--- config.mk ---
export PLATFORM = sky130hd
export DESIGN_NAME = cis_core_exec
export DESIGN_NICKNAME = d
export VERILOG_FILES = /design/src/cis_pkg.sv /design/src/cis_dec_if.sv /design/src/cis_core_exec.sv /design/src/cis_decode.sv /design/src/cis_regfile.sv
export SDC_FILE = /design/constraint.sdc
export NUM_CORES = 2
export LEC_CHECK = 0
export BUFFER_PORTS_ARGS = -buffer_cell sky130_fd_sc_hd__buf_2
export CORE_ASPECT_RATIO = 2
export CORE_MARGIN = 1.5
export CORE_UTILIZATION = 45
export DETAILED_ROUTE_END_ITERATION = 7
export GPL_TIMING_DRIVEN = 1
export PLACE_DENSITY = 0.58
export SYNTH_ARGS = -nofsm -noshare
export SYNTH_HDL_FRONTEND = slang
export SYNTH_SLANG_ARGS = --single-unit
--- constraint.sdc ---
create_clock -name mclk -period 4.54 [get_ports mclk]
set_clock_uncertainty 0.2 [all_clocks]
set_input_delay 0.681 -clock mclk [delete_from_list [all_inputs] [get_ports mclk]]
set_output_delay 0.681 -clock mclk [all_outputs]
set_load 0.03 [all_outputs]
--- src/cis_pkg.sv ---
// shared constants, types and helpers for the compact stack and multi-transfer executor
package cis_pkg;
   localparam int CIS_OP_LSB = 12;
   localparam int CIS_L_BIT = 11;
   localparam int CIS_RD_LSB = 8;
   localparam int CIS_EXTRA_BIT = 8;
   localparam int CIS_ADJ_SIGN_BIT = 7;
   localparam int CIS_SCALE_SH = 2;
   localparam int CIS_LIST_W = 9;
   localparam logic [3:0] CIS_OP_SPREL = 4'h9;
   localparam logic [3:0] CIS_OP_ADR = 4'ha;
   localparam logic [3:0] CIS_OP_MISC = 4'hb;
   localparam logic [3:0] CIS_OP_MULTI = 4'hc;
   localparam logic [3:0] CIS_ADDSP_TAG = 4'h0;
   localparam logic [1:0] CIS_PUSHPOP_TAG = 2'h2;
   localparam logic [3:0] CIS_SP_IDX = 4'hd;
   localparam logic [3:0] CIS_LR_IDX = 4'he;
   localparam logic [3:0] CIS_PC_IDX = 4'hf;
   localparam logic [31:0] CIS_WORD_STEP = 32'h4;
   localparam logic [31:0] CIS_PC_AHEAD = 32'h4;
   localparam logic [31:0] CIS_PC_BIT1_CLR = 32'hffff_fffd;
   localparam logic [31:0] CIS_HALF_ALIGN = 32'hffff_fffe;
   localparam logic [31:0] CIS_SP_RST = 32'h0;
   localparam logic [31:0] CIS_REG_RST = 32'h0;
   localparam logic [3:0] CIS_FLAGS_RST = 4'h0;
   localparam logic [1:0] CIS_TAIL_LOAD = 2'h1;
   localparam logic [1:0] CIS_TAIL_PC = 2'h2;

   typedef enum logic [2:0] {CIS_K_NONE, CIS_K_SPREL, CIS_K_ADR, CIS_K_ADDSP, CIS_K_PUSHPOP, CIS_K_MULTI} cis_kind_t;
   typedef enum logic [1:0] {CIS_IDLE, CIS_XFER, CIS_TAIL} cis_state_t;

   // lowest set bit of a list, as a bit number
   function automatic logic [3:0] cis_lowest(input logic [CIS_LIST_W-1:0] m);
      logic [3:0] r;
      r = 4'h0;
      for (int i = CIS_LIST_W - 1; i >= 0; i--)
      begin
         if (m[i])
            r = 4'(i);
      end
      return r;
   endfunction
endpackage

--- src/cis_dec_if.sv ---
// decoded instruction fields passed from the decoder to the executor
`timescale 1ns/10ps
`default_nettype none
interface cis_dec_if;
   import cis_pkg::*;
   cis_kind_t kind;
   logic load;
   logic sel;
   logic [2:0] rd;
   logic [3:0] base;
   logic [9:0] off10;
   logic [8:0] adj_mag;
   logic adj_neg;
   logic [CIS_LIST_W-1:0] mask;
   logic [3:0] cnt;
   modport dec (output kind, load, sel, rd, base, off10, adj_mag, adj_neg, mask, cnt);
   modport exe (input kind, load, sel, rd, base, off10, adj_mag, adj_neg, mask, cnt);
endinterface
`default_nettype wire

--- src/cis_core_exec.sv ---
// executor for stack-relative, address, stack adjust, push/pop and multiple transfer formats
// How it works
// - stack-relative store writes destination word at stack pointer plus offset
// - stack-relative load reads word at stack pointer plus offset into destination
// - eight-bit offset field is scaled by four into a word-aligned value
// - address form with select low writes program counter plus offset
// - address form with select high writes stack pointer plus offset
// - program counter source is instruction address plus four, bit one cleared
// - address generation leaves the condition flags unchanged
// - stack adjust uses sign plus seven-bit magnitude scaled by four
// - sign set subtracts the magnitude from the stack pointer
// - stack adjust never touches condition flags
// - push predecrements, pop postincrements, final stack pointer written back
// - push with extra bit also stores link register above the list
// - pop with extra bit loads program counter last and branches
// - plain pop loads only listed registers, ascending, and updates stack pointer
// - multiple store writes listed registers upward from base, writes base back
// - multiple load reads listed registers upward from base, writes base back unless base is in the list
// - cycle counts match the equivalent full-width instructions
`timescale 1ns/10ps
`default_nettype none
module cis_core_exec
   import cis_pkg::*;
(
   input wire logic mclk,
   input wire logic resetn,
   input wire logic ce,
   input wire logic instr_valid,
   input wire logic [15:0] instr,
   input wire logic [31:0] instr_addr,
   input wire logic [3:0] flags_in,
   input wire logic flags_we,
   input wire logic [31:0] mem_rdata,
   input wire logic mem_ack,
   output logic instr_ready,
   output logic mem_req,
   output logic mem_we,
   output logic [31:0] mem_addr,
   output logic [31:0] mem_wdata,
   output logic done,
   output logic undef_instr,
   output logic branch,
   output logic [31:0] branch_target,
   output logic [3:0] status_flags,
   output logic [31:0] stack_pointer
);
   cis_dec_if d ();
   cis_state_t state_r, state_nxt;
   logic ready_r, req_r, we_r, done_r, undef_r, branch_r;
   logic [31:0] addr_r, wdata_r, target_r, wb_val_r;
   logic [31:0] addr_nxt, wdata_nxt, wb_val_nxt;
   logic [3:0] flags_r, cur_r, cur_nxt, wb_idx_r, wb_idx_nxt;
   logic [CIS_LIST_W-1:0] mask_r, mask_nxt;
   logic load_r, load_nxt, wb_en_r, wb_en_nxt;
   logic [1:0] tail_r, tail_nxt;
   logic req_nxt, done_nxt, branch_nxt;
   logic [3:0] ra_idx;
   logic [31:0] ra_data, rb_data, sp_data;
   logic w1_en, w2_en;
   logic [3:0] w1_idx;
   logic [31:0] w1_data;

   cis_decode u_dec (
      .instr(instr),
      .d(d.dec)
   );

   cis_regfile u_rf (
      .mclk(mclk),
      .resetn(resetn),
      .ce(ce),
      .ra_idx(ra_idx),
      .ra_data(ra_data),
      .rb_idx(d.base),
      .rb_data(rb_data),
      .sp_data(sp_data),
      .w1_en(w1_en),
      .w1_idx(w1_idx),
      .w1_data(w1_data),
      .w2_en(w2_en),
      .w2_idx(wb_idx_r),
      .w2_data(wb_val_r)
   );

   wire logic take = ce && ready_r && instr_valid;
   wire logic [31:0] off32 = {22'h0, d.off10};
   wire logic [31:0] span = {26'h0, d.cnt, 2'b00};
   wire logic [31:0] pc_src = (instr_addr + CIS_PC_AHEAD) & CIS_PC_BIT1_CLR;
   wire logic [31:0] adr_val = (d.sel ? sp_data : pc_src) + off32;
   wire logic [31:0] sprel_addr = sp_data + off32;
   wire logic [31:0] adj32 = {23'h0, d.adj_mag};
   wire logic [31:0] sp_adj = d.adj_neg ? sp_data - adj32 : sp_data + adj32;
   wire logic is_pp = d.kind == CIS_K_PUSHPOP;
   wire logic [31:0] list_base = is_pp ? sp_data : rb_data;
   wire logic [31:0] list_start = (is_pp && !d.load) ? sp_data - span : list_base;
   wire logic [31:0] list_final = (is_pp && !d.load) ? sp_data - span : list_base + span;
   wire logic xfer_last = state_r == CIS_XFER && mem_ack && mask_r == '0;
   wire logic [3:0] first_bit = cis_lowest(d.mask);
   wire logic [3:0] next_bit = cis_lowest(mask_r);
   // bit 8 of the list names the link register on a push, the program counter on a pop
   wire logic [3:0] first_idx = first_bit[3] ? (d.load ? CIS_PC_IDX : CIS_LR_IDX) : first_bit;
   wire logic [3:0] next_idx = next_bit[3] ? (load_r ? CIS_PC_IDX : CIS_LR_IDX) : next_bit;

   assign ra_idx = (state_r == CIS_IDLE) ? (d.kind == CIS_K_SPREL ? {1'b0, d.rd} : first_idx) : next_idx;
   assign w1_en = ce && ((take && (d.kind == CIS_K_ADR || d.kind == CIS_K_ADDSP)) ||
                  (state_r == CIS_XFER && mem_ack && load_r && cur_r != CIS_PC_IDX));
   assign w1_idx = (state_r == CIS_XFER) ? cur_r : (d.kind == CIS_K_ADDSP ? CIS_SP_IDX : {1'b0, d.rd});
   assign w1_data = (state_r == CIS_XFER) ? mem_rdata : (d.kind == CIS_K_ADDSP ? sp_adj : adr_val);
   assign w2_en = ce && xfer_last && wb_en_r;

   always_comb
   begin
      state_nxt = state_r;
      req_nxt = req_r;
      addr_nxt = addr_r;
      wdata_nxt = wdata_r;
      cur_nxt = cur_r;
      mask_nxt = mask_r;
      load_nxt = load_r;
      wb_en_nxt = wb_en_r;
      wb_idx_nxt = wb_idx_r;
      wb_val_nxt = wb_val_r;
      tail_nxt = tail_r;
      done_nxt = 1'b0;
      branch_nxt = 1'b0;
      case (state_r)
         CIS_IDLE:
         begin
            if (take)
            begin
               load_nxt = d.load;
               wdata_nxt = ra_data;
               case (d.kind)
                  CIS_K_SPREL:
                  begin
                     state_nxt = CIS_XFER;
                     req_nxt = 1'b1;
                     addr_nxt = sprel_addr;
                     cur_nxt = {1'b0, d.rd};
                     mask_nxt = '0;
                     wb_en_nxt = 1'b0;
                     tail_nxt = d.load ? CIS_TAIL_LOAD : 2'h0;
                  end
                  CIS_K_PUSHPOP, CIS_K_MULTI:
                  begin
                     if (d.cnt != 4'h0)
                     begin
                        state_nxt = CIS_XFER;
                        req_nxt = 1'b1;
                        addr_nxt = list_start;
                        cur_nxt = first_idx;
                        mask_nxt = d.mask & ~(CIS_LIST_W'(1) << first_bit);
                        // a loaded base keeps its loaded value
                        wb_en_nxt = is_pp || !(d.load && d.mask[d.base[2:0]]);
                        wb_idx_nxt = is_pp ? CIS_SP_IDX : d.base;
                        wb_val_nxt = list_final;
                        tail_nxt = d.load ? ((is_pp && d.mask[CIS_EXTRA_BIT]) ?
                                   CIS_TAIL_LOAD + CIS_TAIL_PC : CIS_TAIL_LOAD) : 2'h0;
                     end
                     else
                        done_nxt = 1'b1;
                  end
                  default:
                     done_nxt = 1'b1;
               endcase
            end
         end
         CIS_XFER:
         begin
            if (mem_ack)
            begin
               if (load_r && cur_r == CIS_PC_IDX)
                  branch_nxt = 1'b1;
               if (mask_r == '0)
               begin
                  req_nxt = 1'b0;
                  state_nxt = (tail_r == 2'h0) ? CIS_IDLE : CIS_TAIL;
                  done_nxt = tail_r == 2'h0;
               end
               else
               begin
                  addr_nxt = addr_r + CIS_WORD_STEP;
                  cur_nxt = next_idx;
                  wdata_nxt = ra_data;
                  mask_nxt = mask_r & ~(CIS_LIST_W'(1) << next_bit);
               end
            end
         end
         CIS_TAIL:
         begin
            tail_nxt = tail_r - 2'h1;
            if (tail_r == 2'h1)
            begin
               state_nxt = CIS_IDLE;
               done_nxt = 1'b1;
            end
         end
         default:
            state_nxt = CIS_IDLE;
      endcase
   end

   always_ff @(posedge mclk or negedge resetn)
   begin
      if (!resetn)
      begin
         state_r <= CIS_IDLE;
         ready_r <= 1'b1;
         req_r <= 1'b0;
         we_r <= 1'b0;
         addr_r <= 32'h0;
         wdata_r <= 32'h0;
         cur_r <= 4'h0;
         mask_r <= '0;
         load_r <= 1'b0;
         wb_en_r <= 1'b0;
         wb_idx_r <= 4'h0;
         wb_val_r <= 32'h0;
         tail_r <= 2'h0;
         done_r <= 1'b0;
         undef_r <= 1'b0;
         branch_r <= 1'b0;
         target_r <= 32'h0;
      end
      else if (ce)
      begin
         state_r <= state_nxt;
         ready_r <= state_nxt == CIS_IDLE;
         req_r <= req_nxt;
         we_r <= req_nxt && !load_nxt;
         addr_r <= addr_nxt;
         wdata_r <= wdata_nxt;
         cur_r <= cur_nxt;
         mask_r <= mask_nxt;
         load_r <= load_nxt;
         wb_en_r <= wb_en_nxt;
         wb_idx_r <= wb_idx_nxt;
         wb_val_r <= wb_val_nxt;
         tail_r <= tail_nxt;
         done_r <= done_nxt;
         undef_r <= take && d.kind == CIS_K_NONE;
         branch_r <= branch_nxt;
         if (branch_nxt)
            target_r <= mem_rdata & CIS_HALF_ALIGN;
      end
   end

   // only the outside core writes the flags; none of these formats do
   always_ff @(posedge mclk or negedge resetn)
   begin
      if (!resetn)
         flags_r <= CIS_FLAGS_RST;
      else if (ce && flags_we)
         flags_r <= flags_in;
   end

   assign instr_ready = ready_r;
   assign mem_req = req_r;
   assign mem_we = we_r;
   assign mem_addr = addr_r;
   assign mem_wdata = wdata_r;
   assign done = done_r;
   assign undef_instr = undef_r;
   assign branch = branch_r;
   assign branch_target = target_r;
   assign status_flags = flags_r;
   assign stack_pointer = sp_data;
endmodule // cis_core_exec
`default_nettype wire

--- src/cis_decode.sv ---
// combinational field decoder for the five compact formats
`timescale 1ns/10ps
`default_nettype none
module cis_decode
   import cis_pkg::*;
(
   input wire logic [15:0] instr,
   cis_dec_if.dec d
);
   wire logic [3:0] op = instr[15:12];
   wire logic is_addsp = (op == CIS_OP_MISC) && (instr[11:8] == CIS_ADDSP_TAG);
   wire logic is_pp = (op == CIS_OP_MISC) && (instr[10:9] == CIS_PUSHPOP_TAG);
   wire logic extra = is_pp && instr[CIS_EXTRA_BIT];
   logic [3:0] cnt_sum;

   assign d.kind = (op == CIS_OP_SPREL) ? CIS_K_SPREL :
                   (op == CIS_OP_ADR) ? CIS_K_ADR :
                   is_addsp ? CIS_K_ADDSP :
                   is_pp ? CIS_K_PUSHPOP :
                   (op == CIS_OP_MULTI) ? CIS_K_MULTI : CIS_K_NONE;
   assign d.load = instr[CIS_L_BIT];
   assign d.sel = instr[CIS_L_BIT];
   assign d.rd = instr[CIS_RD_LSB +: 3];
   assign d.base = {1'b0, instr[CIS_RD_LSB +: 3]};
   assign d.off10 = {instr[7:0], 2'b00};
   assign d.adj_mag = {instr[6:0], 2'b00};
   assign d.adj_neg = instr[CIS_ADJ_SIGN_BIT];
   assign d.mask = {extra, instr[7:0]};
   assign d.cnt = cnt_sum;

   always_comb
   begin
      cnt_sum = 4'h0;
      for (int i = 0; i < CIS_LIST_W; i++)
      begin
         cnt_sum = cnt_sum + {3'b000, d.mask[i]};
      end
   end
endmodule // cis_decode
`default_nettype wire

--- src/cis_regfile.sv ---
// low registers, stack pointer and link register with three read and two write ports
`timescale 1ns/10ps
`default_nettype none
module cis_regfile
   import cis_pkg::*;
(
   input wire logic mclk,
   input wire logic resetn,
   input wire logic ce,
   input wire logic [3:0] ra_idx,
   output logic [31:0] ra_data,
   input wire logic [3:0] rb_idx,
   output logic [31:0] rb_data,
   output logic [31:0] sp_data,
   input wire logic w1_en,
   input wire logic [3:0] w1_idx,
   input wire logic [31:0] w1_data,
   input wire logic w2_en,
   input wire logic [3:0] w2_idx,
   input wire logic [31:0] w2_data
);
   logic [31:0] regs_r [16];

   assign ra_data = regs_r[ra_idx];
   assign rb_data = regs_r[rb_idx];
   assign sp_data = regs_r[CIS_SP_IDX];

   generate
      for (genvar g = 0; g < 16; g++)
      begin : g_reg
         // port 1 wins so a loaded value beats a base write-back
         always_ff @(posedge mclk or negedge resetn)
         begin
            if (!resetn)
               regs_r[g] <= (g == CIS_SP_IDX) ? CIS_SP_RST : CIS_REG_RST;
            else if (ce && w1_en && w1_idx == 4'(g))
               regs_r[g] <= w1_data;
            else if (ce && w2_en && w2_idx == 4'(g))
               regs_r[g] <= w2_data;
         end
      end
   endgenerate
endmodule // cis_regfile
`default_nettype wire

==> flow_metrics.py <==
metrics = {
    "floorplan": {
        "die_area_um2": 81500,
        "start_util_pct": 45.3,
        "dieWidth_um": 203,
        "rows": 146,
        "die_height_um": 402,
        "core-area_um2": 79100,
        "num_io_pins": 228,
    },
    "yosys": {
        "synthAdderAreaFrac_pct": 2.82,
        "async_flop_share_pct": 100,
        "synth_compound_area_share_pct": 19.5,
        "ys_ff_latch": 512,
        "synth_xor_xnor_area_share_pct": 3.13,
        "synth_edf_count": 0,
        "synthFlopType": "dfrtp_1",
        "seq_area_frac_synth_pct": 35.7,
        "yosys.area_share.simple_pct": 17.0,
        "ys_warn_count": 0,
        "synth_top_family_by_area": "compound AO/OA/AOI/OAI gates",
        "synth_nets": 4252,
        "synth_cells": 4088,
        "synthMuxAreaShare_pct": 16.2,
        "syn_area_um2": 35800,
        "synth_cell_type_count": 95,
        "syn_avg_cell_area_um2": 8.77,
    },
    "power_and_ir_drop": {
        "pwr_density_cell_nw_per_um2": 473,
        "leakage_nw": 19.8,
        "ir_worst_vdd_v": 0.000316,
    },
    "clock_tree": {
        "cts_made_buffers": 50,
        "cts.sinks": 512,
        "root_buffer": "clkbuf_16",
        "cts_htree_levels": 2,
        "cts_tree": "yes",
        "clock_path_buffers": 3,
        "clock_latency_ns": 0.65,
        "cts.clk_slew.worst_paths_ns": 0.06,
    },
    "timing": {
        "post-route-period-util_pct": 113,
        "relSlewSlack_pct": 16.6,
        "whs_ns": 0.0635,
        "worstMarginPinSlew_ns": 1.25,
        "period_needed_ns": 5.15,
        "finalHoldViolCount": 0,
        "fin_setup_tns_ns": -23.42,
        "rsz0062_at_grt": "yes",
        "maxSlewViolCount": 0,
        "setup_slack_ns": -0.607,
        "final-setup-viol-count": 73,
        "fmax_mhz": 194,
    },
    "cells_and_area": {
        "final_cells": 5532,
        "drive_above_1_share_pct": 28.1,
        "fin_area_um2": 44500,
        "nNetsFinal": 4619,
        "syn2layout_area_growth_pct": 24.1,
        "most-common-layout-cells": "511 x dfrtp_1, 409 x nand2_1, 404 x buf_4, 320 x a21oi_1, 288 x o21ai_0",
        "final_common_cell": "dfrtp_1",
    },
    "job": {
        "maxCapViolCount": 0,
    },
    "routing": {
        "num_vias": 35300,
        "routed_wirelength_um": 162000,
        "drtIter0Drc": 3328,
        "ant_nets": 0,
        "route.detailed.drc": 0,
        "wl_per_cell_um": 29.3,
        "viasPerCell": 6.38,
        "dr.pass1.iters": 5,
    },
    "global_routing": {
        "grt.total_usage_pct": 39.4,
        "grt_pass1_vias": 34800,
        "grt-ovfl-total": 0,
        "grt_max_degree": 104,
        "antenna_found_initial": 5,
        "grt_pass1_wl_um": 235000,
    },
    "critical_path": {
        "worstSetupStartpointType": "input port",
        "critPathCapture": "mem_addr[30]",
        "reg2regPathDepth": 15,
        "r2r_end": "u_rf.regs_r[470]",
        "cp.arrival_ns": 5.46,
        "crit_start": "instr[1]",
        "crit_type": "in -> reg",
        "crit_required_ns": 4.86,
        "crit_path_max_fanout": 3,
        "rrSetupSlack_ns": 0.01,
        "rr_startpoint": "u_rf.sp_data[2]",
        "end_kind": "register",
    },
    "run_status": {
        "status": "finished with violations",
        "violations": "setup timing",
    },
    "placement": {
        "place_ws_ns": -1.47,
        "routabilityCongestion": 1.14,
        "placed_cell_area_um2": 41300,
        "hpwl_um": 113000,
        "port_buffers": 225,
        "dp.cells": 5397,
    },
    "worst_hold_path": {
        "min_path_type": "in -> reg",
    },
}
cells in the mapped netlist, drive strengths merged (8+ instances only):
cell / number / share of area (%)
dfrtp: 511 / 36
nand2: 430 / 4.5
o21ai: 356 / 5.0
a21oi: 344 / 4.8
nor2: 320 / 3.4
clkbuf: 308 / 3.2
mux2i: 259 / 7.2
a211oi: 163 / 3.4
buf: 115 / 1.8
mux2: 114 / 3.6
nor2b: 112 / 2.0
o22ai: 92 / 1.6
nand3: 90 / 1.3
mux4: 86 / 5.4
xnor2: 77 / 1.9
and2: 69 / 1.2
ha: 64 / 2.2
nor3: 58 / 0.82
inv: 52 / 0.54
xor2: 51 / 1.2
a31oi: 41 / 0.77
o31ai: 33 / 0.72
nand4: 32 / 0.56
nor4: 28 / 0.60
and3: 27 / 0.47
nand2b: 24 / 0.42
a21o: 20 / 0.42
o21a: 20 / 0.42
and4: 16 / 0.39
or3: 14 / 0.24
nor3b: 12 / 0.25
o211ai: 11 / 0.23
fa: 10 / 0.56
or4: 10 / 0.22
o311ai: 9 / 0.22
a221oi: 8 / 0.23
o221ai: 8 / 0.20
o31a: 8 / 0.20
or2: 8 / 0.14
metal layers:
layer	vias to the layer above	global-route usage (%)	wire, µm	part of all wire [%]
met5	-	0	40	0.025
met4	6	32.8	16200	10
met3	695	9.58	13100	8.1
met2	1826	64.1	76400	47
met1	17300	43.2	56400	35
li1	15500	-	-	-
what timing repair did:
item | in CTS | in global routing
buffers inserted | 24 | 24
endpoints found under the hold margin | 88 | 0
endpoints found under the setup margin | 101 | 165
gates cloned | 6 | 1
hold buffers | 1 | 0
pin swaps | 82 | 74
gates resized for setup | 172 | 131
worst min-delay path by stage:
stage / depth (start not counted) / from / end / slack, ns
floorplan: 0 / resetn / branch / 0.19
global placement: 2 / mem_we / mem_we / 0.28
detailed placement: 1 / branch_target[5] / branch_target[5] / 0.29
CTS: 2 / flags_in[2] / status_flags[2] / 0.06
global route: 2 / flags_in[3] / status_flags[3] / 0.06
finish: 2 / flags_in[2] / status_flags[2] / 0.06
per-stage QoR:
| stage | util [%] | power (mW) |
|---|---|---|
| final | 56.2 | 21.0 |
| after global routing | 56.2 | 21.9 |
| after CTS | 55.4 | 20.6 |
| after detailed placement | 52.2 | 15.7 |
| after global placement | 52.2 | 15.6 |
| after floorplan | - | 12.1 |
logic make-up (layout without fill, tap and decap cells):
kind of cell | count (synthesis) | count (layout)
buf+inv | 476 | 880
compound gates | 1166 | 1167
flops | 512 | 512
simple gates | 1271 | 1271
other cells | 1 | 4
xor+xnor | 128 | 128
mux | 459 | 459
fa+ha+maj | 75 | 75
cell type report:
type / instances / area, µm²
repair buffers: 737 / 6050
diodes: 3 / 7.51
well taps: 1036 / 1300
flip-flops and latches: 512 / 12800
clock buffers: 72 / 1440
fillers: 7152 / 34600
clock inverters: 18 / 199
inverters: 53 / 221
multi-input cells: 3101 / 22400
state kept, by name, indices dropped and copies added (netlist names), 2 cells and up:
register and count:
u_rf.sp_data 32, mem_wdata 32, wb_val_r 32, mask_r 9, u_rf.regs_r 320, tail_r 2
cur_r 4, mem_addr 32, branch_target 31, state_r 2, status_flags 4, wb_idx_r 4
power by group:
group | switching, mW | internal (mW) | leakage (nW) | total [mW]
registers | 1.36 | 5.60 | 6.94 | 6.97
logic | 5.61 | 4.05 | 12.1 | 9.66
clock network | 2.03 | 2.39 | 0.819 | 4.42
total | 9.00 | 12.0 | 19.8 | 21.0
worst max-delay path, cell delays in order:
cell       delay, ns
buf_12          0.09
inv_12          0.03
ha_4            0.23
inv_2           0.05
fa_2            0.45
fa_2            0.55
inv_2           0.04
fa_2            0.55
ha_4            0.15
fa_2            0.46
buf_6           0.15
fa_2            0.34
maj3_2          0.39
o2111ai_4       0.42
nand2b_4        0.26
nor4_2          0.06
xor2_1          0.18
nand2_1         0.13
a21oi_2         0.06
o21ai_1         0.08
o311ai_1        0.10
Power figures use the tool's default switching activity.
